===== src/ssbt_consts.vh =====
`ifndef SSBT_CONSTS_VH
`define SSBT_CONSTS_VH
// Contract
// - Digital mode: setup from terminal bits only
// - Serial mode: setup from telegram bits only
// - AND mode: bitwise AND, plus one
// - OR mode: bitwise OR, plus one
// - Preset ref modes; serial only under native protocol
// - Bus jog speeds only under fieldbus profile
// - Profile codes 0 fieldbus, 1 native, 2 fast
// - Telegram interval limit 1..99 s, flags stop
// - Timeout applies configured reaction code 0..5
// - Reactions 1..5 drop the output relay
// - Hold, jog, max, stop-and-trip behaviours
// - Pulse count readout counts counting input pulses
// - Readouts 515..541 only on serial port
// - Five input bits, first input leftmost
// - Pulse counter cleared on counter-stop restart

`define SSBT_SRC_DIGITAL 2'h0
`define SSBT_SRC_SERIAL 2'h1
`define SSBT_SRC_AND 2'h2
`define SSBT_SRC_OR 2'h3
`define SSBT_SRC_RESET 2'h3

`define SSBT_PROF_FIELDBUS 2'h0
`define SSBT_PROF_NATIVE 2'h1
`define SSBT_PROF_FAST 2'h2
`define SSBT_PROF_RESET 2'h1

`define SSBT_REACT_OFF 3'h0
`define SSBT_REACT_HOLD 3'h1
`define SSBT_REACT_STOP 3'h2
`define SSBT_REACT_JOG 3'h3
`define SSBT_REACT_MAX 3'h4
`define SSBT_REACT_TRIP 3'h5

`define SSBT_LIMIT_MIN_S 7'h01
`define SSBT_LIMIT_MAX_S 7'h63
`define SSBT_LIMIT_RESET_S 7'h01
// Jog default 10,0 Hz in 0.1 Hz units.
`define SSBT_JOG_RESET 16'h0064

`define SSBT_CLK_HZ 10000000
`define SSBT_SEC_CYCLES (`SSBT_CLK_HZ / 1)
`endif


===== src/ssbt_top.v =====
`include "ssbt_consts.vh"
module ssbt_top #(
  parameter SEC_CYCLES = `SSBT_SEC_CYCLES
) (
  // Clock and reset
  input wire core_clk,
  input wire resetn,
  // Configuration
  input wire [1:0] setup_src_mode,
  input wire [1:0] preset_src_mode,
  input wire [1:0] telegram_profile,
  input wire [6:0] interval_limit_s,
  input wire [2:0] timeout_reaction,
  input wire [15:0] serial_fixed_speed_one,
  input wire [15:0] serial_fixed_speed_two,
  input wire [15:0] out_freq_high_limit,
  input wire [15:0] present_out_freq,
  // Terminal side
  input wire [1:0] term_setup_bits,
  input wire [1:0] term_preset_bits,
  input wire [4:0] term_inputs,
  input wire count_pulse,
  input wire counter_stop_restart,
  input wire trip_ack,
  // Telegram side
  input wire telegram_valid,
  input wire [1:0] bus_setup_bits,
  input wire [1:0] bus_preset_bits,
  input wire bus_jog_one,
  input wire bus_jog_two,
  input wire [15:0] status_word,
  input wire [15:0] alarm_word,
  input wire [15:0] control_word,
  input wire [15:0] warning_word,
  input wire [15:0] ext_status_word,
  // Selections
  output reg [2:0] active_setup_r,
  output reg [1:0] preset_sel_r,
  output reg bus_jog_active_r,
  output reg [15:0] bus_jog_freq_r,
  // Timeout reaction
  output reg comm_stopped_r,
  output reg relay_enable_r,
  output reg freq_override_r,
  output reg [15:0] freq_target_r,
  output reg motor_stop_r,
  output reg trip_latched_r,
  // Readouts, serial port only
  output reg [4:0] din_readout_r,
  output reg [15:0] status_readout_r,
  output reg [15:0] alarm_readout_r,
  output reg [15:0] control_readout_r,
  output reg [15:0] warning_readout_r,
  output reg [15:0] ext_status_readout_r,
  output reg [31:0] pulse_count_r
);

  // ****************************************
  // Reset release
  // ****************************************
  reg rst_meta_r;
  reg rst_sync_r;
  always @(posedge core_clk or negedge resetn) begin
    if (!resetn) begin
      rst_meta_r <= 1'b0;
      rst_sync_r <= 1'b0;
    end else begin
      rst_meta_r <= 1'b1;
      rst_sync_r <= rst_meta_r;
    end
  end
  wire rst_n = rst_sync_r;

  // ****************************************
  // Source merging
  // ****************************************
  wire [1:0] setup_merged;
  wire [1:0] preset_merged;
  // Serial preset bits count only under the native protocol.
  wire [1:0] bus_preset_eff = (telegram_profile == `SSBT_PROF_NATIVE) ? bus_preset_bits : 2'h0;
  ssbt_merge u_setup (
    .mode(setup_src_mode),
    .term_bits(term_setup_bits),
    .bus_bits(bus_setup_bits),
    .merged(setup_merged)
  );
  ssbt_merge u_preset (
    .mode(preset_src_mode),
    .term_bits(term_preset_bits),
    .bus_bits(bus_preset_eff),
    .merged(preset_merged)
  );
  wire jog_allowed = (telegram_profile == `SSBT_PROF_FIELDBUS);

  // ****************************************
  // Telegram interval timer
  // ****************************************
  // The timer counts whole seconds so that a 99 s limit needs only seven bits of elapsed time.
  reg [23:0] sec_cnt_r;
  reg [23:0] sec_cnt_nxt;
  reg [6:0] sec_elapsed_r;
  reg [6:0] sec_elapsed_nxt;
  reg [6:0] limit_eff;
  reg [2:0] react;
  reg sec_tick;
  reg expire;

  // Out-of-range settings fall back to the nearest legal limit and to no reaction.
  always @* begin
    if (interval_limit_s < `SSBT_LIMIT_MIN_S) begin
      limit_eff = `SSBT_LIMIT_MIN_S;
    end else if (interval_limit_s > `SSBT_LIMIT_MAX_S) begin
      limit_eff = `SSBT_LIMIT_MAX_S;
    end else begin
      limit_eff = interval_limit_s;
    end
    if (timeout_reaction > `SSBT_REACT_TRIP) begin
      react = `SSBT_REACT_OFF;
    end else begin
      react = timeout_reaction;
    end
    sec_tick = (sec_cnt_r == SEC_CYCLES - 1);
    expire = sec_tick && (sec_elapsed_r + 7'h01 >= limit_eff) && !comm_stopped_r;
  end

  // The timer freezes once the link is declared lost, so the reaction fires only once.
  always @* begin
    sec_cnt_nxt = sec_cnt_r;
    sec_elapsed_nxt = sec_elapsed_r;
    if (telegram_valid) begin
      sec_cnt_nxt = 24'h00_0000;
      sec_elapsed_nxt = 7'h00;
    end else if (!comm_stopped_r) begin
      if (sec_tick) begin
        sec_cnt_nxt = 24'h00_0000;
        sec_elapsed_nxt = sec_elapsed_r + 7'h01;
      end else begin
        sec_cnt_nxt = sec_cnt_r + 24'h00_0001;
      end
    end
  end

  always @(posedge core_clk or negedge resetn) begin
    if (!resetn) begin
      sec_cnt_r <= 24'h00_0000;
      sec_elapsed_r <= 7'h00;
    end else if (!rst_n) begin
      sec_cnt_r <= 24'h00_0000;
      sec_elapsed_r <= 7'h00;
    end else begin
      sec_cnt_r <= sec_cnt_nxt;
      sec_elapsed_r <= sec_elapsed_nxt;
    end
  end

  // ****************************************
  // Selections
  // ****************************************
  reg [2:0] active_setup_nxt;
  reg [1:0] preset_sel_nxt;
  reg bus_jog_active_nxt;
  reg [15:0] bus_jog_freq_nxt;

  always @* begin
    active_setup_nxt = {1'b0, setup_merged} + 3'h1;
    preset_sel_nxt = preset_merged;
    bus_jog_active_nxt = jog_allowed && (bus_jog_one || bus_jog_two);
    // Speed two wins when both jog requests are up, so the choice is never ambiguous.
    if (bus_jog_two) begin
      bus_jog_freq_nxt = serial_fixed_speed_two;
    end else begin
      bus_jog_freq_nxt = serial_fixed_speed_one;
    end
  end

  always @(posedge core_clk or negedge resetn) begin
    if (!resetn) begin
      active_setup_r <= 3'h1;
      preset_sel_r <= 2'h0;
      bus_jog_active_r <= 1'b0;
      bus_jog_freq_r <= `SSBT_JOG_RESET;
    end else if (!rst_n) begin
      active_setup_r <= 3'h1;
    end else begin
      active_setup_r <= active_setup_nxt;
      preset_sel_r <= preset_sel_nxt;
      bus_jog_active_r <= bus_jog_active_nxt;
      bus_jog_freq_r <= bus_jog_freq_nxt;
    end
  end

  // ****************************************
  // Timeout reaction
  // ****************************************
  reg comm_stopped_nxt;
  reg relay_enable_nxt;
  reg freq_override_nxt;
  reg [15:0] freq_target_nxt;
  reg motor_stop_nxt;
  reg trip_latched_nxt;

  always @* begin
    comm_stopped_nxt = comm_stopped_r;
    relay_enable_nxt = relay_enable_r;
    freq_override_nxt = freq_override_r;
    freq_target_nxt = freq_target_r;
    motor_stop_nxt = motor_stop_r;
    trip_latched_nxt = trip_latched_r;
    // The clear comes first so that a trip raised in the same cycle still latches.
    if (trip_ack) begin
      trip_latched_nxt = 1'b0;
    end
    if (telegram_valid) begin
      // Fresh traffic ends the reaction; a latched trip needs its own ack.
      comm_stopped_nxt = 1'b0;
      relay_enable_nxt = 1'b1;
      freq_override_nxt = 1'b0;
      motor_stop_nxt = 1'b0;
    end else if (expire) begin
      comm_stopped_nxt = 1'b1;
      relay_enable_nxt = (react == `SSBT_REACT_OFF);
      case (react)
        `SSBT_REACT_HOLD: begin
          freq_override_nxt = 1'b1;
          freq_target_nxt = present_out_freq;
        end
        `SSBT_REACT_STOP: begin
          motor_stop_nxt = 1'b1;
        end
        `SSBT_REACT_JOG: begin
          freq_override_nxt = 1'b1;
          freq_target_nxt = serial_fixed_speed_one;
        end
        `SSBT_REACT_MAX: begin
          freq_override_nxt = 1'b1;
          freq_target_nxt = out_freq_high_limit;
        end
        `SSBT_REACT_TRIP: begin
          motor_stop_nxt = 1'b1;
          trip_latched_nxt = 1'b1;
        end
        default: begin
          freq_override_nxt = 1'b0;
        end
      endcase
    end
  end

  always @(posedge core_clk or negedge resetn) begin
    if (!resetn) begin
      comm_stopped_r <= 1'b0;
      relay_enable_r <= 1'b1;
      freq_override_r <= 1'b0;
      freq_target_r <= 16'h0000;
      motor_stop_r <= 1'b0;
      trip_latched_r <= 1'b0;
    end else if (!rst_n) begin
      relay_enable_r <= 1'b1;
    end else begin
      comm_stopped_r <= comm_stopped_nxt;
      relay_enable_r <= relay_enable_nxt;
      freq_override_r <= freq_override_nxt;
      freq_target_r <= freq_target_nxt;
      motor_stop_r <= motor_stop_nxt;
      trip_latched_r <= trip_latched_nxt;
    end
  end

  // ****************************************
  // Readouts
  // ****************************************
  always @(posedge core_clk or negedge resetn) begin
    if (!resetn) begin
      din_readout_r <= 5'h00;
      status_readout_r <= 16'h0000;
      alarm_readout_r <= 16'h0000;
      control_readout_r <= 16'h0000;
      warning_readout_r <= 16'h0000;
      ext_status_readout_r <= 16'h0000;
    end else if (rst_n) begin
      // Input one arrives on term_inputs[0] and lands in the leftmost bit.
      din_readout_r <= {term_inputs[0], term_inputs[1], term_inputs[2], term_inputs[3], term_inputs[4]};
      status_readout_r <= status_word;
      alarm_readout_r <= alarm_word;
      control_readout_r <= control_word;
      warning_readout_r <= warning_word;
      ext_status_readout_r <= ext_status_word;
    end
  end

  // ****************************************
  // Pulse counter
  // ****************************************
  // Restart clearing beats a coincident pulse, so a pulse in the restart cycle is not counted.
  reg [31:0] pulse_count_nxt;

  always @* begin
    pulse_count_nxt = pulse_count_r;
    if (counter_stop_restart) begin
      pulse_count_nxt = 32'h0000_0000;
    end else if (count_pulse) begin
      pulse_count_nxt = pulse_count_r + 32'h0000_0001;
    end
  end

  always @(posedge core_clk or negedge resetn) begin
    if (!resetn) begin
      pulse_count_r <= 32'h0000_0000;
    end else if (rst_n) begin
      pulse_count_r <= pulse_count_nxt;
    end
  end
endmodule // ssbt_top


===== src/ssbt_merge.v =====
module ssbt_merge (
  // Mode and sources
  input wire [1:0] mode,
  input wire [1:0] term_bits,
  input wire [1:0] bus_bits,
  // Merged selection
  output reg [1:0] merged
);
`include "ssbt_consts.vh"
  always @* begin
    case (mode)
      `SSBT_SRC_DIGITAL: merged = term_bits;
      `SSBT_SRC_SERIAL: merged = bus_bits;
      `SSBT_SRC_AND: merged = term_bits & bus_bits;
      default: merged = term_bits | bus_bits;
    endcase
  end
endmodule // ssbt_merge


===== config.mk =====
export PLATFORM = sky130hd
export DESIGN_NAME = ssbt_top
export DESIGN_NICKNAME = d
export VERILOG_FILES = /design/src/ssbt_top.v /design/src/ssbt_merge.v
export VERILOG_INCLUDE_DIRS = /design/src
export SDC_FILE = /design/constraint.sdc
export NUM_CORES = 1
export LEC_CHECK = 0
export ABC_AREA = 1
export ABC_CLOCK_PERIOD_IN_PS = 5360
export BUFFER_PORTS_ARGS = -buffer_cell sky130_fd_sc_hd__buf_4
export CAP_MARGIN = 5
export CORE_ASPECT_RATIO = 1.4
export CORE_MARGIN = 2
export CORE_UTILIZATION = 51
export CTS_CLUSTER_SIZE = 8
export DETAILED_ROUTE_END_ITERATION = 16
export PLACE_DENSITY = 0.81
export SLEW_MARGIN = 20
export SYNTH_ARGS = -nofsm -noshare
export SYNTH_HDL_FRONTEND = slang
export SYNTH_HIERARCHICAL = 1
export SYNTH_SLANG_ARGS = --single-unit

===== constraint.sdc =====
create_clock -name core_clk -period 5.36 [get_ports core_clk]
set_input_delay 1.072 -clock core_clk [delete_from_list [all_inputs] [get_ports core_clk]]
set_output_delay 1.072 -clock core_clk [all_outputs]
set_load 0.02 [all_outputs]

==> results of run 1 <==
## path summary, 6_finish.rpt
kind                       slack, ps                end  cells past startpoint                  from
max reg2reg                     2330  pulse_count_r[13]                      7                 rst_n
max                             2280  pulse_count_r[13]                      8  counter_stop_restart
min reg2reg                      350              rst_n                      0            rst_meta_r
min in group asynchronous        750   sec_elapsed_r[3]                      1                resetn
max in group asynchronous       3690  pulse_count_r[10]                      2                resetn
min                              350              rst_n                      0            rst_meta_r
## cell families (layout without fill, tap and decap cells)
group / after synthesis / in the layout / synth area share [%]
compound gates: 115 / 115 / 6.272
xor+xnor: 16 / 16 / 1.445
fa+ha+maj: 11 / 11 / 1.420
buf+inv: 151 / 482 / 6.285
flops: 193 / 193 / 49.88
other cells: 1 / 2 / 0.03868
simple gates: 798 / 798 / 34.66
## report_power, final
part	switching [mW]	internal [mW]
sequential	0.0576	1.54
combinational	0.323	0.240
clock	0.646	0.632
## cell type report
class	instances	area share, %
well taps	244	2.345
multi-input cells	941	32.68
diodes	1	0.01922
repair buffers	345	20.19
flip-flops and latches	193	37.18
clock buffers	18	3.297
inverters	105	3.037
clock inverters	14	1.250
## state kept, by name (all words and copies together), names as in the netlist, 2 cells and up
register / count
sec_elapsed_r: 7
sec_cnt_r: 24
preset_sel_r: 2
warning_readout_r: 16
active_setup_r: 3
status_readout_r: 16
control_readout_r: 16
din_readout_r: 5
pulse_count_r: 32
alarm_readout_r: 16
freq_target_r: 16
ext_status_readout_r: 16
bus_jog_freq_r: 16
## placed cells by master (no fill, tap or decap), types with 17 or more instances in the layout
cell type,n
a21oi_1,27
buf_4,342
o21ai_0,77
inv_1,96
nor2_1,99
nand3_1,90
nor3_1,37
nand2_1,515
nand4_1,40
dfrtp_1,187
clkbuf_16,17
## per-stage QoR
stage,std cells,total power [mW],area (um^2)
final,1861,3.435,13020
after global routing,1860,3.577,13020
after CTS,1859,3.453,12980
after detailed placement,1827,2.185,12390
after global placement,1827,2.175,12390
after floorplan,1285,1.859,9696
## layer usage
| layer | vias to the layer above | track usage, % | part of all wire, % |
|---|---|---|---|
| li1 | 4742 | - | - |
| met5 | - | 0 | 0.041 |
| met3 | 92 | 9.503 | 8.8 |
| met1 | 4674 | 39.18 | 38 |
| met4 | 2 | 13.30 | 4.1 |
| met2 | 440 | 52.12 | 49 |
==> flow_summary.json, run 1 <==
{
  "track_usage_pct": 31.85,
  "synth_top_area_share_pct": 48.52,
  "syn_inst": 1285,
  "rsz0062_at_grt": "no",
  "crit_chain": "buf_4 > o21ai_1 > clkinv_1 > nand4_1 > nor2_1 > nand2_1 > o21ai_0 > a21oi_1",
  "ir_drop_v": 0.0002172,
  "worst_pin_slew_ps": 998.6,
  "cts_resized": 0,
  "yosysSeqAreaShare_pct": 49.88,
  "antenna_left": 0,
  "synth_commonest_cells": "nand2_1 (515), dfrtp_1 (188), nor2_1 (99)",
  "num_io_pins": 341,
  "tns_ps": 0,
  "cp.arrival_ps": 3440,
  "cts_tree": "built",
  "core_um2": 18600,
  "insertion_delay_ps": 440,
  "hold_path_class": "reg -> reg",
  "clockBufferDepth": 2,
  "netlist-cell-type-count": 38,
  "place_congestion": 0.9605,
  "rows": 59,
  "critPathTopFamily": "buffers and inverters",
  "fillers": 1625,
  "status": "complete, no violations",
  "post_drt_wl_per_cell_um": 17.16,
  "end_kind": "flop",
  "die_x_um": 120.5,
  "startpoint_type": "input port",
  "nNetsFinal": 1795,
  "ys.warnings.count": 6,
  "die_h_um": 167.1,
  "syn_avg_cell_area_um2": 7.545,
  "regArea_um2": 4840,
  "dieArea_um2": 20150,
  "start_util_pct": 52.12,
  "grt_pass1_wl_um": 50440,
  "min_period_ps": 3080,
  "drv_cap": 0,
  "criticalPathCategory": "in -> reg",
  "pre_cts_ws_ps": 1959,
  "grt_max_degree": 123,
  "multi_input_area_um2": 4254,
  "cts.sinks": 193,
  "via_per_inst": 5.347,
  "yosysMostFrequentCell": "nand2_1",
  "syn_to_final_growth_pct": 34.26,
  "cp_num_buf_inv": 2,
  "fin_crit_sh_pct": 57.47,
  "cts_made_buffers": 17,
  "synth_flop_cell": "dfrtp_1",
  "grt_overflow": 0,
  "finalClockSkew_ps": 14.57,
  "crit_path_top_delay_cell": "clkinv_1",
  "maxSlewViolCount": 0,
  "finish.utilization_pct": 69.98,
  "synth_edf_count": 0,
  "vias": 9950,
  "critPathMaxStageDelay_ps": 820,
  "hold_ws_ps": 353.8,
  "drc": 0,
  "ys_seq_elements": 193,
  "htreeDepth": 4,
  "power_density_nw_per_um2": 263.9,
  "syn_nets": 1477,
  "fin_ws_ps": 2280,
  "drt_wl_total_um": 31940,
  "max_slew_margin_pct": 33.43,
  "synth_area_leader_cell": "dfrtp_1",
  "root_buffer": "clkbuf_16",
  "drtIter0Drc": 810,
  "crit_required_ps": 5720,
  "critPathMaxFanout": 26,
  "synth_area_um2": 9696,
  "antenna_found_initial": 2,
  "p_leak_nw": 6.867,
  "hold_viol": 0,
  "io_buffers": 340,
  "postCtsSetupRepairBufs": 0,
  "synthArstFlopShare_pct": 100.0,
  "dpl.hpwl_um": 24230,
  "setup_violations": 0,
  "clkTransAtPathRegs_ps": 80,
  "dr.pass1.iters": 5,
  "drive_gt1_share_pct": 24.88,
  "cts_hold_buf": 0,
  "fmax_ghz": 0.3246,
  "synth_area_leaders": "dfrtp_1 (49%), nand2_1 (20%), nand3_1 (4.6%)",
  "grt_pass1_vias": 9571
}
Power figures use the tool's default switching activity.
==> run 2, diff against run 1 <==
--- a/config.mk
+++ b/config.mk
@@ -7,7 +7,7 @@
 export NUM_CORES = 1
 export LEC_CHECK = 0
 export ABC_AREA = 1
-export ABC_CLOCK_PERIOD_IN_PS = 5360
+export ABC_CLOCK_PERIOD_IN_PS = 3190
 export BUFFER_PORTS_ARGS = -buffer_cell sky130_fd_sc_hd__buf_4
 export CAP_MARGIN = 5
 export CORE_ASPECT_RATIO = 1.4
==> constraint.sdc (replaced) <==
create_clock -name core_clk -period 3.19 [get_ports core_clk]
set_input_delay 0.638 -clock core_clk [delete_from_list [all_inputs] [get_ports core_clk]]
set_output_delay 0.638 -clock core_clk [all_outputs]
set_load 0.02 [all_outputs]
==> flow_summary.json, run 2 (synthesis gave the netlist of run 1 again) <==
{
  "status": "complete, no violations",
  "final_cell_count_no_fill": 1865,
  "track_usage_pct": 31.68,
  "drive_gt1_share_pct": 25.11,
  "antenna_found_initial": 0,
  "antenna_cells": 0,
  "min_period_ps": 2881,
  "grt_overflow": 0,
  "tns_ps": 0,
  "dieArea_um2": 20150,
  "drv_cap": 0,
  "post_drt_wl_per_cell_um": 17.01,
  "io_buffers": 340,
  "p_switching_mw": 1.696,
  "postCtsSetupRepairBufs": 0,
  "max_slew_margin_pct": 32.75,
  "cp.arrival_ps": 3260,
  "cts_resized": 0,
  "power_density_nw_per_um2": 439.7,
  "antenna_left": 0,
  "comb_power_share_pct": 16.8,
  "total_power_mw": 5.729,
  "via_per_inst": 5.384,
  "ir_drop_v": 0.0003406,
  "critPathCapture": "freq_target_r[14]",
  "swShare_pct": 29.60,
  "insertion_delay_ps": 440,
  "finalClockSkew_ps": 10.05,
  "cp-startpoint": "sec_elapsed_r[0]",
  "top_register": "pulse_count_r",
  "worst_pin_slew_ps": 1009,
  "cts_made_buffers": 17,
  "dr.pass1.iters": 5,
  "criticalPathCategory": "reg -> reg",
  "fin_ws_ps": 308.9,
  "cts_tree": "built",
  "syn_to_final_growth_pct": 34.38,
  "grt_pass1_wl_um": 50160,
  "critPathMaxFanout": 22,
  "layout_common_cells": "nand2_1 (515), buf_4 (348), dfrtp_1 (187)",
  "setup_violations": 0,
  "rsz0062_at_grt": "no",
  "reg2reg_from": "sec_elapsed_r[0]",
  "grt_max_degree": 105,
  "r2r-end": "freq_target_r[14]",
  "top_regs": "pulse_count_r x32, sec_cnt_r x24",
  "drc": 0,
  "fillers": 1543,
  "rows": 59,
  "cts_hold_buf": 0,
  "clkPwrFrac_pct": 36.5,
  "grt_pass1_vias": 9744,
  "seqPwrFrac_pct": 46.7,
  "placed_cells": 1834,
  "htreeDepth": 4,
  "vias": 10040,
  "startpoint_type": "flop",
  "die_x_um": 120.5,
  "pre_cts_ws_ps": 346.0,
  "crit_required_ps": 3570,
  "maxSlewViolCount": 0,
  "num_io_pins": 341,
  "place_congestion": 0.9295,
  "drtIter0Drc": 672,
  "p_int_mw": 4.033,
  "drt_wl_total_um": 31730,
  "die_h_um": 167.1,
  "end_kind": "flop",
  "start_util_pct": 52.12,
  "clkTransAtPathRegs_ps": 80,
  "root_buffer": "clkbuf_16",
  "cts.sinks": 193,
  "final_common_cell": "nand2_1",
  "rr_worst_depth": 16,
  "hold_path_class": "in -> async",
  "core_um2": 18600,
  "dpl.hpwl_um": 24220,
  "finish.utilization_pct": 70.04,
  "p_leak_nw": 6.881,
  "clockBufferDepth": 2,
  "largest_reg_flops": 32,
  "hold_viol": 0,
  "fmax_ghz": 0.3471,
  "r2r_setup_slack_ps": 310,
  "nNetsFinal": 1801,
  "fin_crit_sh_pct": 90.32
}
run 2: layout make-up:
cell class                 instances  area (um^2)  area share, %
sequential                       193         4840          37.15
multi-input combinational        941         4250          32.62
timing repair buffer             351         2666          20.46
clock buffer                      17        425.4          3.265
inverter                         105        395.4          3.035
tap                              244        305.3          2.343
clock inverter                    14        146.4          1.124
run 2: worst min path at each step:
stage / from / endpoint / depth (start not counted)
6_report: resetn / sec_elapsed_r[5] / 1
5_1_grt: resetn / sec_elapsed_r[5] / 1
4_1_cts: resetn / sec_cnt_r[17] / 1
3_5_place_dp: rst_meta_r / rst_n / 0
3_3_place_gp: rst_meta_r / rst_n / 0
2_1_floorplan: rst_meta_r / rst_n / 0
run 2: metrics by stage:
step / hold WS [ps] / cell area (um^2)
2_1_floorplan: 331.2 / 9696
3_3_place_gp: 333.6 / 12460
3_5_place_dp: 336.4 / 12460
4_1_cts: 248.4 / 13030
5_1_grt: 265.3 / 13030
6_report: 235.7 / 13030
run 2: worst max-delay path, cell delays in order, from the launching register on:
cell     delay, ps
dfrtp_1        430
ha_1           240
nand3_1        120
nor2_1          50
nand2_1         60
xor2_1         190
inv_1           70
ha_1           300
nand2_1        110
inv_1           50
a21oi_1        130
nand2_1         70
nor2_1         430
nor2_8         170
nand3_4        220
nand2_1         90
nand2_1         60
run 2: power by group through the flow:
| stage | clock network, mW | registers (mW) | logic (mW) |
|---|---|---|---|
| 3_5_place_dp | 0 | 2.72 | 0.967 |
| 4_1_cts | 2.12 | 2.67 | 0.968 |
| 2_1_floorplan | 0 | 2.87 | 0.258 |
| 3_3_place_gp | 0 | 2.72 | 0.949 |
| 5_1_grt | 2.22 | 2.69 | 1.04 |
| 6_report | 2.09 | 2.68 | 0.961 |
run 2: routing by layer:
| layer | track usage, % | vias to the layer above | part of all wire [%] |
|---|---|---|---|
| li1 | - | 4751 | - |
| met1 | 38.03 | 4767 | 38 |
| met2 | 54.75 | 444 | 50 |
| met3 | 7.800 | 80 | 7.5 |
| met4 | 11.78 | 0 | 3.9 |
| met5 | 0 | - | 0 |
==> run 3, diff against run 2 <==
--- a/config.mk
+++ b/config.mk
@@ -10,12 +10,14 @@
 export ABC_CLOCK_PERIOD_IN_PS = 3190
 export BUFFER_PORTS_ARGS = -buffer_cell sky130_fd_sc_hd__buf_4
 export CAP_MARGIN = 5
+export CELL_PAD_IN_SITES_DETAIL_PLACEMENT = 0
+export CELL_PAD_IN_SITES_GLOBAL_PLACEMENT = 1
 export CORE_ASPECT_RATIO = 1.4
 export CORE_MARGIN = 2
-export CORE_UTILIZATION = 51
+export CORE_UTILIZATION = 35
 export CTS_CLUSTER_SIZE = 8
 export DETAILED_ROUTE_END_ITERATION = 16
-export PLACE_DENSITY = 0.81
+export PLACE_DENSITY_LB_ADDON = 0.1
 export SLEW_MARGIN = 20
 export SYNTH_ARGS = -nofsm -noshare
 export SYNTH_HDL_FRONTEND = slang
==> flow_summary.json, run 3 (synthesis gave the netlist of run 1 again) <==
{
  "end_kind": "flop",
  "post_drt_wl_per_cell_um": 17.39,
  "criticalPathCategory": "reg -> reg",
  "fin_area_um2": 13220,
  "drc": 0,
  "clkTransAtPathRegs_ps": 70,
  "drv_cap": 0,
  "finalClockSkew_ps": 9.377,
  "fillers": 2855,
  "min_period_ps": 2880,
  "cts_tree": "built",
  "dr.pass1.iters": 5,
  "status": "complete, no violations",
  "placed_cell_area_um2": 12630,
  "via_per_inst": 4.768,
  "num_io_pins": 341,
  "maxSlewViolCount": 0,
  "antenna_found_initial": 3,
  "cts_resized": 0,
  "cts.sinks": 193,
  "critPathMaxStageDelay_ps": 420,
  "cts_made_buffers": 17,
  "grt_overflow": 0,
  "fin_ws_ps": 310.3,
  "fin_crit_sh_pct": 90.27,
  "cp.arrival_ps": 3210,
  "start_util_pct": 35.29,
  "r2r-end": "freq_target_r[6]",
  "drt_wl_total_um": 34710,
  "postCtsSetupRepairBufs": 0,
  "rsz0062_at_grt": "no",
  "top_register": "pulse_count_r",
  "top_regs": "pulse_count_r x32, sec_cnt_r x24",
  "insertion_delay_ps": 440,
  "crit_path_frequent_cell": "nand2_1",
  "syn_to_final_growth_pct": 36.34,
  "root_buffer": "clkbuf_16",
  "antenna_left": 0,
  "htreeDepth": 4,
  "place_congestion": 0.8578,
  "dpl.hpwl_um": 26630,
  "rr_worst_depth": 16,
  "vias": 9516,
  "setup_violations": 0,
  "grt_pass1_vias": 9549,
  "cts_hold_buf": 0,
  "core_um2": 27480,
  "grt_max_degree": 77,
  "hold_viol": 0,
  "die_h_um": 200.9,
  "hold_ws_ps": 186.2,
  "rows": 72,
  "hold_path_class": "in -> async",
  "crit_chain": "ha_1 > nand3_1 > nor2_1 > nand2_1 > xor2_1 > inv_1 > ha_1 > nand2_1 > inv_1 > a21oi_1 > nand2_1 > nor2_1 > nor2_8 > buf_4 > nand4_1 > nand2_1",
  "nNetsFinal": 1803,
  "r2r_setup_slack_ps": 310,
  "reg2reg_from": "sec_elapsed_r[0]",
  "power_density_nw_per_um2": 440.8,
  "io_buffers": 340,
  "ir_drop_v": 0.0003205,
  "final_common_cell": "nand2_1",
  "crit_required_ps": 3520,
  "p_leak_nw": 6.895,
  "pre_cts_ws_ps": 342.3,
  "crit_path_top_delay_cell": "dfrtp_1",
  "clockBufferDepth": 2,
  "fmax_ghz": 0.3473,
  "finish.utilization_pct": 48.11,
  "dieArea_um2": 29070,
  "drive_gt1_share_pct": 25.08,
  "layout_common_cells": "nand2_1 (515), buf_4 (350), dfrtp_1 (187)",
  "track_usage_pct": 24.35,
  "critPathMaxFanout": 13,
  "worst_pin_slew_ps": 847.4,
  "startpoint_type": "flop",
  "tns_ps": 0,
  "largest_reg_flops": 32,
  "max_slew_margin_pct": 43.50,
  "die_x_um": 144.7,
  "grt_pass1_wl_um": 53580,
  "drtIter0Drc": 525
}
==> run 3: cell type report <==
| type | instances | area (um^2) | area share (%) |
|---|---|---|---|
| clock inverter | 9 | 107.6 | 0.8140 |
| sequential | 193 | 4840 | 36.61 |
| antenna | 3 | 7.507 | 0.05679 |
| tap | 370 | 462.9 | 3.502 |
| clock buffer | 22 | 474.2 | 3.587 |
| inverter | 105 | 395.4 | 2.991 |
| timing repair buffer | 353 | 2681 | 20.28 |
| multi-input combinational | 941 | 4250 | 32.15 |
==> run 3: how the worst max path moves through the flow <==
stage	depth (start not counted)	slack (ps)	startpoint	endpoint
global route	16	80	sec_elapsed_r[0]	freq_target_r[5]
CTS	16	320	sec_elapsed_r[0]	freq_target_r[13]
global placement	16	400	sec_elapsed_r[0]	freq_target_r[11]
floorplan	16	720	sec_elapsed_r[0]	freq_target_r[10]
finish	16	310	sec_elapsed_r[0]	freq_target_r[6]
detailed placement	16	340	sec_elapsed_r[0]	freq_target_r[13]
==> run 3: through the flow <==
step                      instances  total power [mW]
final                          1996             5.827
after global routing           1996             6.106
after CTS                      1993             5.911
after detailed placement       1962             3.704
after global placement         1962             3.699
after floorplan                1285             3.124
==> run 3: layer usage <==
| metal | vias to the layer above | global-route usage, % | share of wire, % |
|---|---|---|---|
| met5 | - | 0 | 0 |
| met4 | 0 | 8.703 | 2.7 |
| met3 | 47 | 8.731 | 8.1 |
| met2 | 294 | 42.54 | 52 |
| met1 | 4415 | 26.94 | 37 |
| li1 | 4760 | - | - |
==> run 3: worst max-delay path: cells and delay by family, from the launching register on <==
family	cells	cell delay (ps)
DFF	1	420
adders and majority gates	2	540
xor gates and xnor gates	1	200
and+or+nand+nor	9	1140
AOI/OAI and AO/OA	1	130
buffers and inverters	3	340
==> run 3: power breakdown <==
group          internal (mW)  leakage, nW  switching [mW]  total [mW]
registers               2.58         2.48          0.0835        2.67
logic                  0.409         4.13           0.566       0.975
clock network           1.21        0.282           0.972        2.19
